$ cat src/acp_pkg.sv
// package of constants and carrier types for the converter control-pin logic
`default_nettype none
package acp_pkg;
    // ****************************************************************
    // widths and codes
    // ****************************************************************
    localparam int unsigned DATA_W = 16;                 // result width
    localparam logic [15:0] DATA_ZERO = 16'h0000;        // cleared outputs
    localparam logic [1:0]  RANGE_0_5 = 2'h0;            // 0 to 5 V
    localparam logic [1:0]  RANGE_0_10 = 2'h1;           // 0 to 10 V
    localparam logic [1:0]  RANGE_PM5 = 2'h2;            // +/-5 V
    localparam logic [1:0]  RANGE_PM10 = 2'h3;           // +/-10 V
    localparam logic [7:0]  CFG_CLEAR = 8'h00;           // cleared configuration
    localparam logic [5:0]  CONV_CYCLES = 6'h14;         // conversion length, cycles
    localparam logic [5:0]  CNT_ZERO = 6'h00;            // idle counter
    localparam logic [5:0]  CNT_ONE = 6'h01;             // counter step

    // ****************************************************************
    // carrier types
    // ****************************************************************
    // static range pins as driven by the host
    typedef struct packed {
        logic signed_range;                              // bipolar select
        logic span_double_select;                        // doubled span
    } acp_range_pins_t;

    // host read-side strobes, active low
    typedef struct packed {
        logic cs_n;                                      // output chip select
        logic rd_n;                                      // read strobe
    } acp_read_pins_t;
endpackage
`default_nettype wire

$ cat src/acp_sync2.sv
// two-flop synchroniser bank for asynchronous pin inputs
`default_nettype none
module acp_sync2 #(
    parameter int unsigned W = 1                         // bits synchronised
) (
    // clock and reset
    input  wire logic         core_clk_i,
    input  wire logic         rst_i,
    // data
    input  wire logic [W-1:0] async_i,
    output logic      [W-1:0] sync_o
);
    logic [W-1:0] meta_r;                                // first stage, read only by second
    // ****************************************************************
    // two flops in series
    // ****************************************************************
    // reset to zero so no pin appears active straight after reset
    always_ff @(posedge core_clk_i) begin
        if (rst_i) begin
            meta_r <= '0;
            sync_o <= '0;
        end else begin
            meta_r <= async_i;
            sync_o <= meta_r;
        end
    end
endmodule
`default_nettype wire

$ cat src/acp_ctrl.sv
// control-pin logic: range select, bus enable, reset, power-down
// Summary of operation
// - two pins select one of four ranges while config bit 7 is clear
// - output bus enabled only when cs and rd low
// - slave serial clock gated by chip select
// - configuration port ignores output chip select
// - reset high aborts conversion, no result
// - reset fall zeroes data when coding pin high
// - reset fall clears configuration register
// - power-down lets conversion finish, blocks new ones
// - interface stays live during power-down
`default_nettype none
module acp_ctrl
    import acp_pkg::*;
(
    // clock and device reset
    input  wire logic                 core_clk_i,
    input  wire logic                 rst_i,
    // device pins from host (asynchronous)
    input  wire logic                 dev_reset_i,
    input  wire logic                 power_down_i,
    input  wire logic                 output_coding_select_i,
    input  wire acp_pkg::acp_range_pins_t range_pins_i,
    input  wire acp_pkg::acp_read_pins_t  read_pins_i,
    input  wire logic                 slave_mode_i,
    input  wire logic                 ext_sclk_i,
    input  wire logic                 cfg_sel_n_i,
    input  wire logic                 cfg_clk_i,
    input  wire logic                 cfg_din_i,
    input  wire logic                 conv_start_i,
    // result from the converter core (same clock)
    input  wire logic [DATA_W-1:0]    core_result_i,
    // outputs
    output logic      [DATA_W-1:0]    data_o,
    output logic                      data_oe_o,
    output logic      [1:0]           range_o,
    output logic                      busy_o,
    output logic                      result_valid_o,
    output logic                      sclk_edge_o,
    output logic                      powered_down_o,
    output logic      [7:0]           cfg_o
);
    // ****************************************************************
    // pin synchronisation
    // ****************************************************************
    localparam int unsigned NSYNC = 13;                  // synchronised pin count
    logic [NSYNC-1:0] pins_raw;                          // raw pin vector
    logic [NSYNC-1:0] pins_s;                            // synchronised pins
    // active-low pins travel inverted, so the all-zero reset state of the
    // synchroniser reads as idle instead of as a selected bus
    assign pins_raw = {dev_reset_i, power_down_i, output_coding_select_i,
                       range_pins_i, ~{read_pins_i.cs_n, read_pins_i.rd_n},
                       slave_mode_i, ext_sclk_i,
                       ~cfg_sel_n_i, cfg_clk_i, cfg_din_i, conv_start_i};

    acp_sync2 #(.W(NSYNC)) u_sync (
        .core_clk_i (core_clk_i),
        .rst_i      (rst_i),
        .async_i    (pins_raw),
        .sync_o     (pins_s)
    );

    logic reset_s, pd_s, coding_s, sgn_s, dbl_s, cs_s, rd_s;
    logic slave_s, sclk_s, csel_s, cclk_s, cdin_s, start_s;
    logic cs_n_s, rd_n_s, csel_n_s;                      // active-low views
    assign {reset_s, pd_s, coding_s, sgn_s, dbl_s, cs_s, rd_s,
            slave_s, sclk_s, csel_s, cclk_s, cdin_s, start_s} = pins_s;
    assign cs_n_s   = ~cs_s;
    assign rd_n_s   = ~rd_s;
    assign csel_n_s = ~csel_s;

    // ****************************************************************
    // edge history
    // ****************************************************************
    logic reset_d_r;                                     // reset, last cycle
    logic sclk_d_r;                                      // serial clock, last cycle
    logic cclk_d_r;                                      // config clock, last cycle
    logic start_d_r;                                     // start, last cycle
    always_ff @(posedge core_clk_i) begin
        if (rst_i) begin
            reset_d_r <= 1'b0;
            sclk_d_r  <= 1'b0;
            cclk_d_r  <= 1'b0;
            start_d_r <= 1'b0;
        end else begin
            reset_d_r <= reset_s;
            sclk_d_r  <= sclk_s;
            cclk_d_r  <= cclk_s;
            start_d_r <= start_s;
        end
    end
    logic reset_fall;                                    // reset just released
    logic start_rise;                                    // conversion request
    assign reset_fall = reset_d_r & ~reset_s;
    assign start_rise = start_s & ~start_d_r;

    // ****************************************************************
    // range decode
    // ****************************************************************
    // pins steer the range; the config register can override when bit 7 set
    logic [1:0] range_nxt;
    always_comb begin
        range_nxt = {sgn_s, dbl_s};
        if (cfg_o[7]) begin
            range_nxt = cfg_o[1:0];
        end
    end
    always_ff @(posedge core_clk_i) begin
        if (rst_i) begin
            range_o <= RANGE_0_5;
        end else begin
            range_o <= range_nxt;
        end
    end

    // ****************************************************************
    // output bus enable
    // ****************************************************************
    // live regardless of power-down so the host can still read
    always_ff @(posedge core_clk_i) begin
        if (rst_i) begin
            data_oe_o <= 1'b0;
        end else begin
            data_oe_o <= ~cs_n_s & ~rd_n_s;
        end
    end

    // ****************************************************************
    // slave serial clock gating
    // ****************************************************************
    always_ff @(posedge core_clk_i) begin
        if (rst_i) begin
            sclk_edge_o <= 1'b0;
        end else begin
            // edges outside chip select are dropped
            sclk_edge_o <= slave_s & ~cs_n_s & sclk_s & ~sclk_d_r;
        end
    end

    // ****************************************************************
    // configuration shift register
    // ****************************************************************
    // governed by its own select only; output chip select plays no part
    always_ff @(posedge core_clk_i) begin
        if (rst_i) begin
            cfg_o <= CFG_CLEAR;
        end else if (reset_fall) begin
            cfg_o <= CFG_CLEAR;
        end else if (~csel_n_s & cclk_s & ~cclk_d_r) begin
            cfg_o <= {cfg_o[6:0], cdin_s};
        end
    end

    // ****************************************************************
    // conversion sequencer
    // ****************************************************************
    typedef enum logic [1:0] {ACP_IDLE, ACP_CONV} acp_state_t;
    acp_state_t state_r;                                 // sequencer state
    logic [5:0] cnt_r;                                   // cycles left
    always_ff @(posedge core_clk_i) begin
        if (rst_i) begin
            state_r <= ACP_IDLE;
            cnt_r   <= CNT_ZERO;
        end else if (reset_s) begin
            state_r <= ACP_IDLE;
            cnt_r   <= CNT_ZERO;
        end else begin
            case (state_r)
                ACP_IDLE: begin
                    // power-down inhibits only new starts
                    if (start_rise && !pd_s) begin
                        state_r <= ACP_CONV;
                        cnt_r   <= CONV_CYCLES;
                    end
                end
                ACP_CONV: begin
                    // running conversion completes even under power-down
                    if (cnt_r == CNT_ONE) begin
                        state_r <= ACP_IDLE;
                    end
                    cnt_r <= cnt_r - CNT_ONE;
                end
                default: begin
                    state_r <= ACP_IDLE;
                end
            endcase
        end
    end
    logic conv_done;                                     // last conversion cycle
    assign conv_done = (state_r == ACP_CONV) && (cnt_r == CNT_ONE) && !reset_s;

    always_ff @(posedge core_clk_i) begin
        if (rst_i) begin
            busy_o <= 1'b0;
        end else begin
            busy_o <= (state_r == ACP_CONV) && !conv_done && !reset_s;
        end
    end

    // ****************************************************************
    // result register
    // ****************************************************************
    always_ff @(posedge core_clk_i) begin
        if (rst_i) begin
            data_o         <= DATA_ZERO;
            result_valid_o <= 1'b0;
        end else begin
            result_valid_o <= conv_done;                 // aborted runs never pulse
            if (reset_fall && coding_s) begin
                data_o <= DATA_ZERO;
            end else if (conv_done) begin
                data_o <= core_result_i;
            end
        end
    end

    // ****************************************************************
    // power-down status
    // ****************************************************************
    // limitation: reports power-down only once the sequencer is idle; core stays up until idle
    always_ff @(posedge core_clk_i) begin
        if (rst_i) begin
            powered_down_o <= 1'b0;
        end else begin
            powered_down_o <= pd_s && (state_r == ACP_IDLE);
        end
    end

    // ****************************************************************
    // checks
    // ****************************************************************
    property p_oe;
        @(posedge core_clk_i) disable iff (rst_i)
        (!cs_n_s && !rd_n_s) |=> data_oe_o;
    endproperty
    a_oe: assert property (p_oe) else $error("bus not enabled");

    property p_oe_off;
        @(posedge core_clk_i) disable iff (rst_i)
        (cs_n_s || rd_n_s) |=> !data_oe_o;
    endproperty
    a_oe_off: assert property (p_oe_off) else $error("bus enabled while deselected");

    property p_gate;
        @(posedge core_clk_i) disable iff (rst_i)
        cs_n_s |=> !sclk_edge_o;
    endproperty
    a_gate: assert property (p_gate) else $error("clock not gated");

    property p_abort;
        @(posedge core_clk_i) disable iff (rst_i)
        reset_s |=> !busy_o ##1 !result_valid_o;
    endproperty
    a_abort: assert property (p_abort) else $error("conversion not aborted");

    property p_zero;
        @(posedge core_clk_i) disable iff (rst_i)
        (reset_fall && coding_s) |=> (data_o == DATA_ZERO);
    endproperty
    a_zero: assert property (p_zero) else $error("data not zeroed");

    property p_cfg;
        @(posedge core_clk_i) disable iff (rst_i)
        reset_fall |=> (cfg_o == CFG_CLEAR);
    endproperty
    a_cfg: assert property (p_cfg) else $error("config not cleared");

    property p_pd;
        @(posedge core_clk_i) disable iff (rst_i)
        (pd_s && state_r == ACP_IDLE) |=> (state_r == ACP_IDLE);
    endproperty
    a_pd: assert property (p_pd) else $error("start under power-down");

    property p_range;
        @(posedge core_clk_i) disable iff (rst_i)
        !cfg_o[7] ##1 !cfg_o[7] |-> (range_o == $past({sgn_s, dbl_s}));
    endproperty
    a_range: assert property (p_range) else $error("range mismatch");

    property p_live;
        @(posedge core_clk_i) disable iff (rst_i)
        (pd_s && !cs_n_s && !rd_n_s) |=> data_oe_o;
    endproperty
    a_live: assert property (p_live) else $error("bus dead in power-down");
endmodule
`default_nettype wire

$ cat config.mk
export PLATFORM = sky130hd
export DESIGN_NAME = acp_ctrl
export DESIGN_NICKNAME = d
export VERILOG_FILES = /design/src/acp_pkg.sv /design/src/acp_sync2.sv /design/src/acp_ctrl.sv
export SDC_FILE = /design/constraint.sdc
export NUM_CORES = 1
export LEC_CHECK = 0
export BUFFER_PORTS_ARGS = -buffer_cell sky130_fd_sc_hd__buf_2
export CORE_MARGIN = 1
export CORE_UTILIZATION = 51
export CTS_CLUSTER_DIAMETER = 200
export DETAILED_ROUTE_END_ITERATION = 7
export PLACE_DENSITY = 0.8
export SLEW_MARGIN = 20
export SYNTH_ARGS = -nofsm -noshare
export SYNTH_HDL_FRONTEND = slang
export SYNTH_SLANG_ARGS = --single-unit
export TNS_END_PERCENT = 1
$ cat constraint.sdc
create_clock -name core_clk_i -period 1.9 [get_ports core_clk_i]
set_input_delay 0.38 -clock core_clk_i [delete_from_list [all_inputs] [get_ports core_clk_i]]
set_output_delay 0.38 -clock core_clk_i [all_outputs]
set_load 0.05 [all_outputs]
==> run summary, run 1 <==
# H-tree levels - 3
filler cell count - 358
number of placement rows - 24
DRC errors left - 0
Lkg Pwr - 1.25 nW
core utilization of the finished layout - 64.7%
largest net degree at the start of global routing - 32
xor-xnor portion of the synthesized cell area - 0.381%
clock-pin slew of the registers on the worst-case setup and hold paths - 0.07 ns
Hold Slack - 0.193 ns
CTS-repair resized insts - 0
Hold Violations, Final - 0
Post-Synthesis Net Count - 254
residual overflow from global routing - 0
GR Util All Layers - 18.3%
depth of the worst register-to-register path - 4
minimum clock period - 1.71 ns
buffer levels on the longest clock path - 2
first-pass GRT wire length - 6870 um
Adder-Cell Fraction of Synth Area - 1.09%
final net count - 317
post-synthesis mux area share - 4.35%
clock tree from TritonCTS - done
worst r2r dst - data_o[2]
leading cell types by total area after synthesis - sky130_fd_sc_hd__dfxtp_1, sky130_fd_sc_hd__nor2b_1, sky130_fd_sc_hd__mux2i_1
average wire per standard cell - 11.5 um
final weighted congestion of routability-driven global placement - 0.745
number of hold buffers added after CTS - 0
period utilization - 90.1%
antenna violations before repair - 0
IO Pins - 62
Num Clock Sinks - 68
post-synthesis sequential element count - 68
number of DRC markers in iteration 0 - 92
area of the core region - 0.00435 mm2
startpoint of the worst setup timing path - cnt_r[0]
Max rail drop VDD - 0.000522 V
biggest area consumer among synthesized cells - sky130_fd_sc_hd__dfxtp_1
basic-gate share of the synthesized area counting and, or, nand and nor cells - 20.8%
chip height - 69.2 um
First-pass DRT Iterations - 3
required time of the critical path - 2.10 ns
slew at the pin closest to its max-slew limit - 0.510 ns
Mean Syn Cell Area - 10.4 um2
normalized max-slew margin - 65.9%
arrival time reported for the critical path endpoint - 1.91 ns
Root Buffer Master - sky130_fd_sc_hd__clkbuf_8
origin of the critical flop-to-flop path - cnt_r[0]
full die area - 0.00478 mm2
most frequent cells in the layout - sky130_fd_sc_hd__dfxtp_1, sky130_fd_sc_hd__buf_2, sky130_fd_sc_hd__nor2b_1
Pwr per Cell Area - 967 mW/mm2
unrepaired setup endpoints after global routing - false
portion of synthesized cell area occupied by the leading cell type - 59.2%
number of maximum-capacitance constraint violations - 0
category of the critical setup timing path - reg -> reg
dpl cell area - 0.00264 mm2
main combinational cell family by area after synthesis - simple AND/OR/NAND/NOR gates
routed vias - 1717
number of warnings reported in the yosys synthesis log - 0
cts bufs inserted - 9
clock latency at the later pin of the worst-skew pair - 0.33 ns
classification of the worst-slack hold path - in -> reg
fin. max-slew vios - 0
Area Growth Syn to Fin - 22.5%
TNS Setup - 0 ns
endpoint of the worst setup timing path - data_o[2]
horizontal die dimension - 69.2 um
critical path capture point type - flop
Post CTS Setup Buffer Count - 0
most common cell after layout, fill and taps aside - sky130_fd_sc_hd__dfxtp_1
maximum net fanout on the critical path - 16
pre-CTS WS - 0.177 ns
DP Wirelength - 2660 um
Worst R2R Setup Slack - 0.19 ns
final wirelength - 3900 um
Max Clock Skew - 0.00624 ns
critical path launch point type - flop
cell area after technology mapping - 0.00230 mm2
number of diodes added for antenna fixing - 0
number of global-route vias before repair - 1623
Gate Count Post-Synth - 221
port bufs - 61
highest achievable clock rate - 0.584 GHz
share of the yosys chip area belonging to registers - 59.2%
fraction of layout cells with a size suffix above 1 - 30.2%
number of distinct standard cells referenced by the synthesized netlist - 37
post-route setup slack - 0.189 ns
result of the run - completed
Vias per Instance - 5.05
post-layout instance area - 0.00282 mm2
starting utilization of the core area - 52.8%
DRT antenna net count - 0
area fraction in compound gates after synthesis - 10.8%
Finish-stage setup viols - 0
layer usage:
metal | vias up | global-route usage, % | routed length (um)
met3 | 6 | 7.16 | 224
met1 | 772 | 22.0 | 1860
met2 | 55 | 28.3 | 1760
li1 | 884 | - | -
met5 | - | 0 | 0
met4 | 0 | 9.52 | 61
cell usage after synthesis, drive strengths merged:
cell type / count
mux2i: 10
or3b: 1
clkbuf: 6
nand3: 17
and3: 1
a31o: 3
o31ai: 1
inv: 5
nand4: 1
or4: 1
o21ai: 17
and4: 1
o311ai: 1
nor4b: 1
dfxtp: 68
ha: 2
or4b: 3
buf: 6
nor2b: 26
a21oi: 18
nor3b: 4
nand3b: 1
nor2: 18
or4bb: 1
nand2: 2
a21o: 1
xnor2: 1
a31oi: 1
or2: 1
a221oi: 1
a311oi: 1
report_power, final:
| group | internal [mW] | switching [mW] | total [mW] |
|---|---|---|---|
| Sequential | 1.46 | 0.0218 | 1.49 |
| Combinational | 0.0658 | 0.0830 | 0.149 |
| Clock | 0.594 | 0.494 | 1.09 |
| Total | 2.12 | 0.598 | 2.72 |
final cells by class:
| type | count | area [um2] | share of cell area, % |
|---|---|---|---|
| sequential | 68 | 1360 | 48.3 |
| multi-input combinational | 136 | 862 | 30.6 |
| timing repair buffer | 64 | 328 | 11.6 |
| clock buffer | 10 | 128 | 4.53 |
| tap | 52 | 65.1 | 2.31 |
| clock inverter | 5 | 53.8 | 1.91 |
| inverter | 5 | 18.8 | 0.666 |
critical path, stage by stage, from the launching register on:
cell	delay, ns
sky130_fd_sc_hd__dfxtp_1	0.38
sky130_fd_sc_hd__ha_1	0.18
sky130_fd_sc_hd__or4b_1	0.68
sky130_fd_sc_hd__o21ai_0	0.25
sky130_fd_sc_hd__a21oi_1	0.09
per-stage QoR:
step,cells,total power [mW]
floorplan,221,1.61
global placement,325,1.66
detailed placement,325,1.67
CTS,340,2.75
global route,340,2.84
finish,340,2.72
logic make-up (layout without fill, tap and decap cells):
| group | count (synthesis) | after routing |
|---|---|---|
| DFF | 68 | 68 |
| buffers and inverters | 17 | 84 |
| adders and majority gates | 2 | 2 |
| AOI/OAI and AO/OA | 44 | 44 |
| muxes | 10 | 10 |
| and+or+nand+nor | 79 | 79 |
| xor gates and xnor gates | 1 | 1 |
flip-flops by register name, indices dropped and copies added, names as in the netlist:
| register | flops |
|---|---|
| data_oe_o | 1 |
| cfg_o | 8 |
| u_sync.meta_r | 13 |
| busy_o | 1 |
| range_o | 2 |
| start_d_r | 1 |
| powered_down_o | 1 |
| result_valid_o | 1 |
| u_sync.sync_o | 13 |
| sclk_d_r | 1 |
| sclk_edge_o | 1 |
| reset_d_r | 1 |
| data_o | 16 |
| cclk_d_r | 1 |
| cnt_r | 6 |
| state_r | 1 |
worst min path at each step:
stage,start,endpoint,slack [ns],cells past startpoint
6_report,read_pins_i[1],u_sync.meta_r[7],0.19,2
5_1_grt,cfg_sel_n_i,u_sync.meta_r[3],0.17,2
4_1_cts,read_pins_i[1],u_sync.meta_r[7],0.18,2
3_5_place_dp,sclk_d_r,sclk_edge_o,0.39,1
3_3_place_gp,sclk_d_r,sclk_edge_o,0.39,1
2_1_floorplan,sclk_d_r,sclk_edge_o,0.37,1
Power figures use the tool's default switching activity.
==> inputs of run 2 (changes only) <==
--- a/config.mk
+++ b/config.mk
@@ -6,11 +6,14 @@
 export NUM_CORES = 1
 export LEC_CHECK = 0
 export BUFFER_PORTS_ARGS = -buffer_cell sky130_fd_sc_hd__buf_2
+export CELL_PAD_IN_SITES_DETAIL_PLACEMENT = 1
+export CELL_PAD_IN_SITES_GLOBAL_PLACEMENT = 1
 export CORE_MARGIN = 1
-export CORE_UTILIZATION = 51
+export CORE_UTILIZATION = 39
 export CTS_CLUSTER_DIAMETER = 200
 export DETAILED_ROUTE_END_ITERATION = 7
 export PLACE_DENSITY = 0.8
+export RECOVER_POWER = 25
 export SLEW_MARGIN = 20
 export SYNTH_ARGS = -nofsm -noshare
 export SYNTH_HDL_FRONTEND = slang
==> run summary, run 2 (same netlist as run 1, synthesis figures left out) <==
result of the run - completed
number of maximum-capacitance constraint violations - 0
port bufs - 61
minimum clock period - 1.76 ns
average wire per standard cell - 13.8 um
required time of the critical path - 2.12 ns
GR Util All Layers - 17.4%
Vias per Instance - 4.93
pre-CTS WS - 0.137 ns
largest net degree at the start of global routing - 24
First-pass DRT Iterations - 4
most common cell after layout, fill and taps aside - sky130_fd_sc_hd__dfxtp_1
DRT antenna net count - 0
critical path launch point type - flop
buffer levels on the longest clock path - 2
power dissipated by switching net loads - 0.657 mW
power share of the clock group - 43.8%
area of the multi-input gates - 862 um2
area of the core region - 0.00561 mm2
registers with the most flip-flops - data_o (16), u_sync.meta_r (13), u_sync.sync_o (13)
first-pass GRT wire length - 8140 um
Lkg Pwr - 1.26 nW
clock latency at the later pin of the worst-skew pair - 0.35 ns
CTS-repair resized insts - 0
residual overflow from global routing - 0
routed vias - 1783
Hold Violations, Final - 0
Pwr per Cell Area - 1020 mW/mm2
unrepaired setup endpoints after global routing - false
clock-pin slew of the registers on the worst-case setup and hold paths - 0.07 ns
TNS Setup - 0 ns
Pint - 2.27 mW
final weighted congestion of routability-driven global placement - 0.767
switching share of power - 22.4%
Max Clock Skew - 0.00686 ns
filler cell count - 667
maximum net fanout on the critical path - 16
fin. max-slew vios - 0
number of global-route vias before repair - 1781
Logic pwr share - 5.3%
Num Clock Sinks - 68
post-route setup slack - 0.136 ns
# H-tree levels - 3
Max rail drop VDD - 0.000654 V
arrival time reported for the critical path endpoint - 1.98 ns
largest register by flop count - data_o
period utilization - 92.8%
category of the critical setup timing path - reg -> reg
classification of the worst-slack hold path - in -> reg
number of placement rows - 27
antenna violations before repair - 0
full die area - 0.00621 mm2
Finish-stage setup viols - 0
cts bufs inserted - 9
critical path capture point type - flop
IO Pins - 62
normalized max-slew margin - 54.1%
chip height - 78.8 um
number of diodes added for antenna fixing - 0
most frequent cells in the layout - sky130_fd_sc_hd__dfxtp_1, sky130_fd_sc_hd__buf_2, sky130_fd_sc_hd__nor2b_1
number of flip-flops in the largest register - 16
DRC errors left - 0
Area Growth Syn to Fin - 25.2%
number of DRC markers in iteration 0 - 69
slew at the pin closest to its max-slew limit - 0.688 ns
clock tree from TritonCTS - done
Post CTS Setup Buffer Count - 0
highest achievable clock rate - 0.567 GHz
number of hold buffers added after CTS - 0
fraction of layout cells with a size suffix above 1 - 30.3%
Seq pwr share - 50.8%
footprint of the flip-flops and latches - 0.00136 mm2
DP Wirelength - 3440 um
final net count - 318
final wirelength - 4990 um
Root Buffer Master - sky130_fd_sc_hd__clkbuf_8
horizontal die dimension - 78.8 um
starting utilization of the core area - 41.0%
-- run 2: changes by cell type in the layout (fill, tap and decap cells not counted), sizes merged --
cell and delta:
bufinv +1, clkinv -2, buf -1, clkbuf +2
clkinvlp +2
-- run 2: worst max-delay path, cell delays in order, from the launching register on --
cell and delay [ns]:
sky130_fd_sc_hd__dfxtp_1 0.38, sky130_fd_sc_hd__ha_1 0.19, sky130_fd_sc_hd__or4b_1 0.70, sky130_fd_sc_hd__o21ai_0 0.26, sky130_fd_sc_hd__a21oi_1 0.10
-- run 2: final timing paths --
path	start	end	slack (ns)	cells after the start
worst max register to register	cnt_r[0]	data_o[1]	0.14	4
worst min-delay path	cfg_sel_n_i	u_sync.meta_r[3]	0.17	2
worst min register to register	sclk_d_r	sclk_edge_o	0.39	1
worst max-delay path	cnt_r[0]	data_o[1]	0.14	4
-- run 2: layout make-up --
cell class	instances	area share, %
clock buffers	10	4.43
clock inverters	6	3.08
inverters	5	0.652
multi-input cells	136	29.9
flip-flops and latches	68	47.3
well taps	72	3.13
repair buffers	65	11.5
-- run 2: metrics by stage --
step	power (mW)	util, %	cell area [um2]	cells	hold WS [ns]
3_5_place_dp	1.68	47.6	2670	346	0.385
4_1_cts	2.96	51.4	2880	362	0.158
3_3_place_gp	1.67	47.6	2670	346	0.384
5_1_grt	3.03	51.4	2880	362	0.181
6_report	2.93	51.4	2880	362	0.173
2_1_floorplan	1.61	-	2300	221	0.367
-- run 2: routing by layer --
| metal | global-route usage, % | vias to the layer above | part of all wire (%) |
|---|---|---|---|
| li1 | - | 889 | - |
| met1 | 20.4 | 838 | 46 |
| met2 | 28.6 | 46 | 47 |
| met3 | 5.29 | 10 | 5.2 |
| met4 | 8.89 | 0 | 1.7 |
| met5 | 0 | - | 0 |
-- run 2: power by group through the flow --
stage               Clock, mW  Combinational, mW  Sequential, mW
finish                   1.28              0.156            1.49
global route             1.37              0.174            1.49
CTS                      1.31              0.160            1.49
detailed placement          0              0.159            1.52
global placement            0              0.153            1.52
floorplan                   0             0.0900            1.52
==> inputs of run 3 (changes only) <==
--- a/config.mk
+++ b/config.mk
@@ -9,10 +9,11 @@
 export CELL_PAD_IN_SITES_DETAIL_PLACEMENT = 1
 export CELL_PAD_IN_SITES_GLOBAL_PLACEMENT = 1
 export CORE_MARGIN = 1
-export CORE_UTILIZATION = 39
+export CORE_UTILIZATION = 41
+export CTS_BUF_LIST = sky130_fd_sc_hd__clkbuf_4 sky130_fd_sc_hd__clkbuf_8
 export CTS_CLUSTER_DIAMETER = 200
 export DETAILED_ROUTE_END_ITERATION = 7
-export PLACE_DENSITY = 0.8
+export PLACE_DENSITY = 0.83
 export RECOVER_POWER = 25
 export SLEW_MARGIN = 20
 export SYNTH_ARGS = -nofsm -noshare
==> run summary, run 3 (same netlist as run 1, synthesis figures left out) <==
number of global-route vias before repair - 1772
critical path capture point type - flop
final net count - 320
DRT antenna net count - 0
crit path max-delay cell type - sky130_fd_sc_hd__or4b_4
number of placement rows - 26
highest achievable clock rate - 0.610 GHz
GR Util All Layers - 18.8%
area of the core region - 0.00524 mm2
number of maximum-capacitance constraint violations - 0
number of DRC markers in iteration 0 - 70
final weighted congestion of routability-driven global placement - 0.800
antenna violations before repair - 0
Root Buffer Master - sky130_fd_sc_hd__clkbuf_8
average wire per standard cell - 14.5 um
CP peak stage delay - 0.58 ns
Routed met1 length - 2270 um
unrepaired setup endpoints after global routing - false
most frequent cells in the layout - sky130_fd_sc_hd__dfxtp_1, sky130_fd_sc_hd__buf_2, sky130_fd_sc_hd__nor2b_1
Worst R2R Setup Slack - 0.26 ns
arrival time reported for the critical path endpoint - 1.85 ns
Vias per Instance - 5.12
startpoint of the lowest-slack hold path - cfg_sel_n_i
horizontal die dimension - 76.9 um
chip height - 76.9 um
starting utilization of the core area - 43.9%
worst path bufs/invs - 0
WL met3 - 263 um
number of flip-flops in the largest register - 16
period utilization - 86.3%
normalized max-slew margin - 45.3%
Pwr per Cell Area - 1020 mW/mm2
Max rail drop VDD - 0.000438 V
cell-by-cell listing of the critical path - ha_1, or4b_4, o21ai_0, a21oi_1
cell type group with the largest total delay on the critical path - simple AND/OR/NAND/NOR gates
routed vias - 1852
cts bufs inserted - 9
DRC errors left - 0
Finish-stage setup viols - 0
total power - 2.97 mW
full die area - 0.00591 mm2
result of the run - completed
port bufs - 61
first-pass GRT wire length - 8540 um
fin. max-slew vios - 0
critical path launch point type - flop
largest register by flop count - data_o
depth of the worst register-to-register path - 4
TNS Setup - 0 ns
origin of the critical flop-to-flop path - cnt_r[0]
required time of the critical path - 2.11 ns
minimum clock period - 1.64 ns
slew at the pin closest to its max-slew limit - 0.821 ns
buffer levels on the longest clock path - 2
clock latency at the later pin of the worst-skew pair - 0.33 ns
# H-tree levels - 3
fraction of layout cells with a size suffix above 1 - 31.2%
category of the critical setup timing path - reg -> reg
DP Wirelength - 3510 um
First-pass DRT Iterations - 4
classification of the worst-slack hold path - in -> reg
residual overflow from global routing - 0
maximum net fanout on the critical path - 16
Hold EP - u_sync.meta_r[3]
IO Pins - 62
registers with the most flip-flops - data_o (16), u_sync.meta_r (13), u_sync.sync_o (13)
filler cell count - 603
worst r2r dst - data_o[11]
Max Clock Skew - 0.00935 ns
number of hold buffers added after CTS - 0
clock tree from TritonCTS - done
number of diodes added for antenna fixing - 0
routed length on met2 - 2650 um
Area Growth Syn to Fin - 26.1%
hold depth - 2
Hold Violations, Final - 0
highest metal used - met4
most common cell after layout, fill and taps aside - sky130_fd_sc_hd__dfxtp_1
Lkg Pwr - 1.28 nW
Num Clock Sinks - 68
clock-pin slew of the registers on the worst-case setup and hold paths - 0.08 ns
largest net degree at the start of global routing - 22
final wirelength - 5260 um
==> run 3: worst reg2reg max path, cell delays in order, from the launching register on <==
cell and delay, ns:
sky130_fd_sc_hd__dfxtp_1 0.39, sky130_fd_sc_hd__ha_1 0.19, sky130_fd_sc_hd__or4b_4 0.58, sky130_fd_sc_hd__o21ai_0 0.28, sky130_fd_sc_hd__a21oi_1 0.10
==> run 3: final cells by class <==
cell class              count  area (um2)  share of cell area [%]
clock buffers              10         138                    4.75
clock inverters             6        86.3                    2.98
inverters                   5        18.8                   0.647
multi-input cells         136         866                    29.9
flip-flops and latches     68        1360                    46.9
well taps                  70        87.6                    3.02
repair buffers             67         343                    11.8
==> run 3: per-stage QoR <==
stage	hold slack (ns)	cell area [um2]	util (%)	worst slack [ns]	std cells
after CTS	0.189	2900	55.4	0.0727	362
after floorplan	0.367	2300	-	0.359	221
after global routing	0.183	2900	55.4	0.130	362
final	0.202	2900	55.4	0.261	362
after detailed placement	0.378	2680	51.2	0.102	346
after global placement	0.377	2680	51.2	0.228	346
==> run 3: report_power, final <==
part | internal (mW) | total, mW | switching, mW
Clock | 0.775 | 1.32 | 0.544
Sequential | 1.46 | 1.49 | 0.0236
Combinational | 0.0684 | 0.159 | 0.0906
Total | 2.31 | 2.97 | 0.659
==> run 3: timing repair <==
item,in CTS,in global routing
setup buffers,0,0
hold endpoints to repair,0,0
setup endpoints to repair,0,2
resized for setup,0,1
==> run 3: metal layers <==
metal / GRT usage [%] / up-vias
li1: - / 895
met1: 22.8 / 885
met2: 31.1 / 62
met3: 4.52 / 10
met4: 9.23 / 0
met5: 0 / -
==> run 3: worst max-delay path by stage <==
stage / slack [ns] / from / endpoint / depth (start not counted)
finish: 0.26 / cnt_r[0] / data_o[11] / 4
CTS: 0.07 / cnt_r[0] / data_o[11] / 4
detailed placement: 0.10 / cnt_r[0] / data_o[1] / 4
global route: 0.13 / rst_i / u_sync.sync_o[7] / 4
global placement: 0.23 / cnt_r[0] / data_o[12] / 4
floorplan: 0.36 / cnt_r[1] / data_o[0] / 7
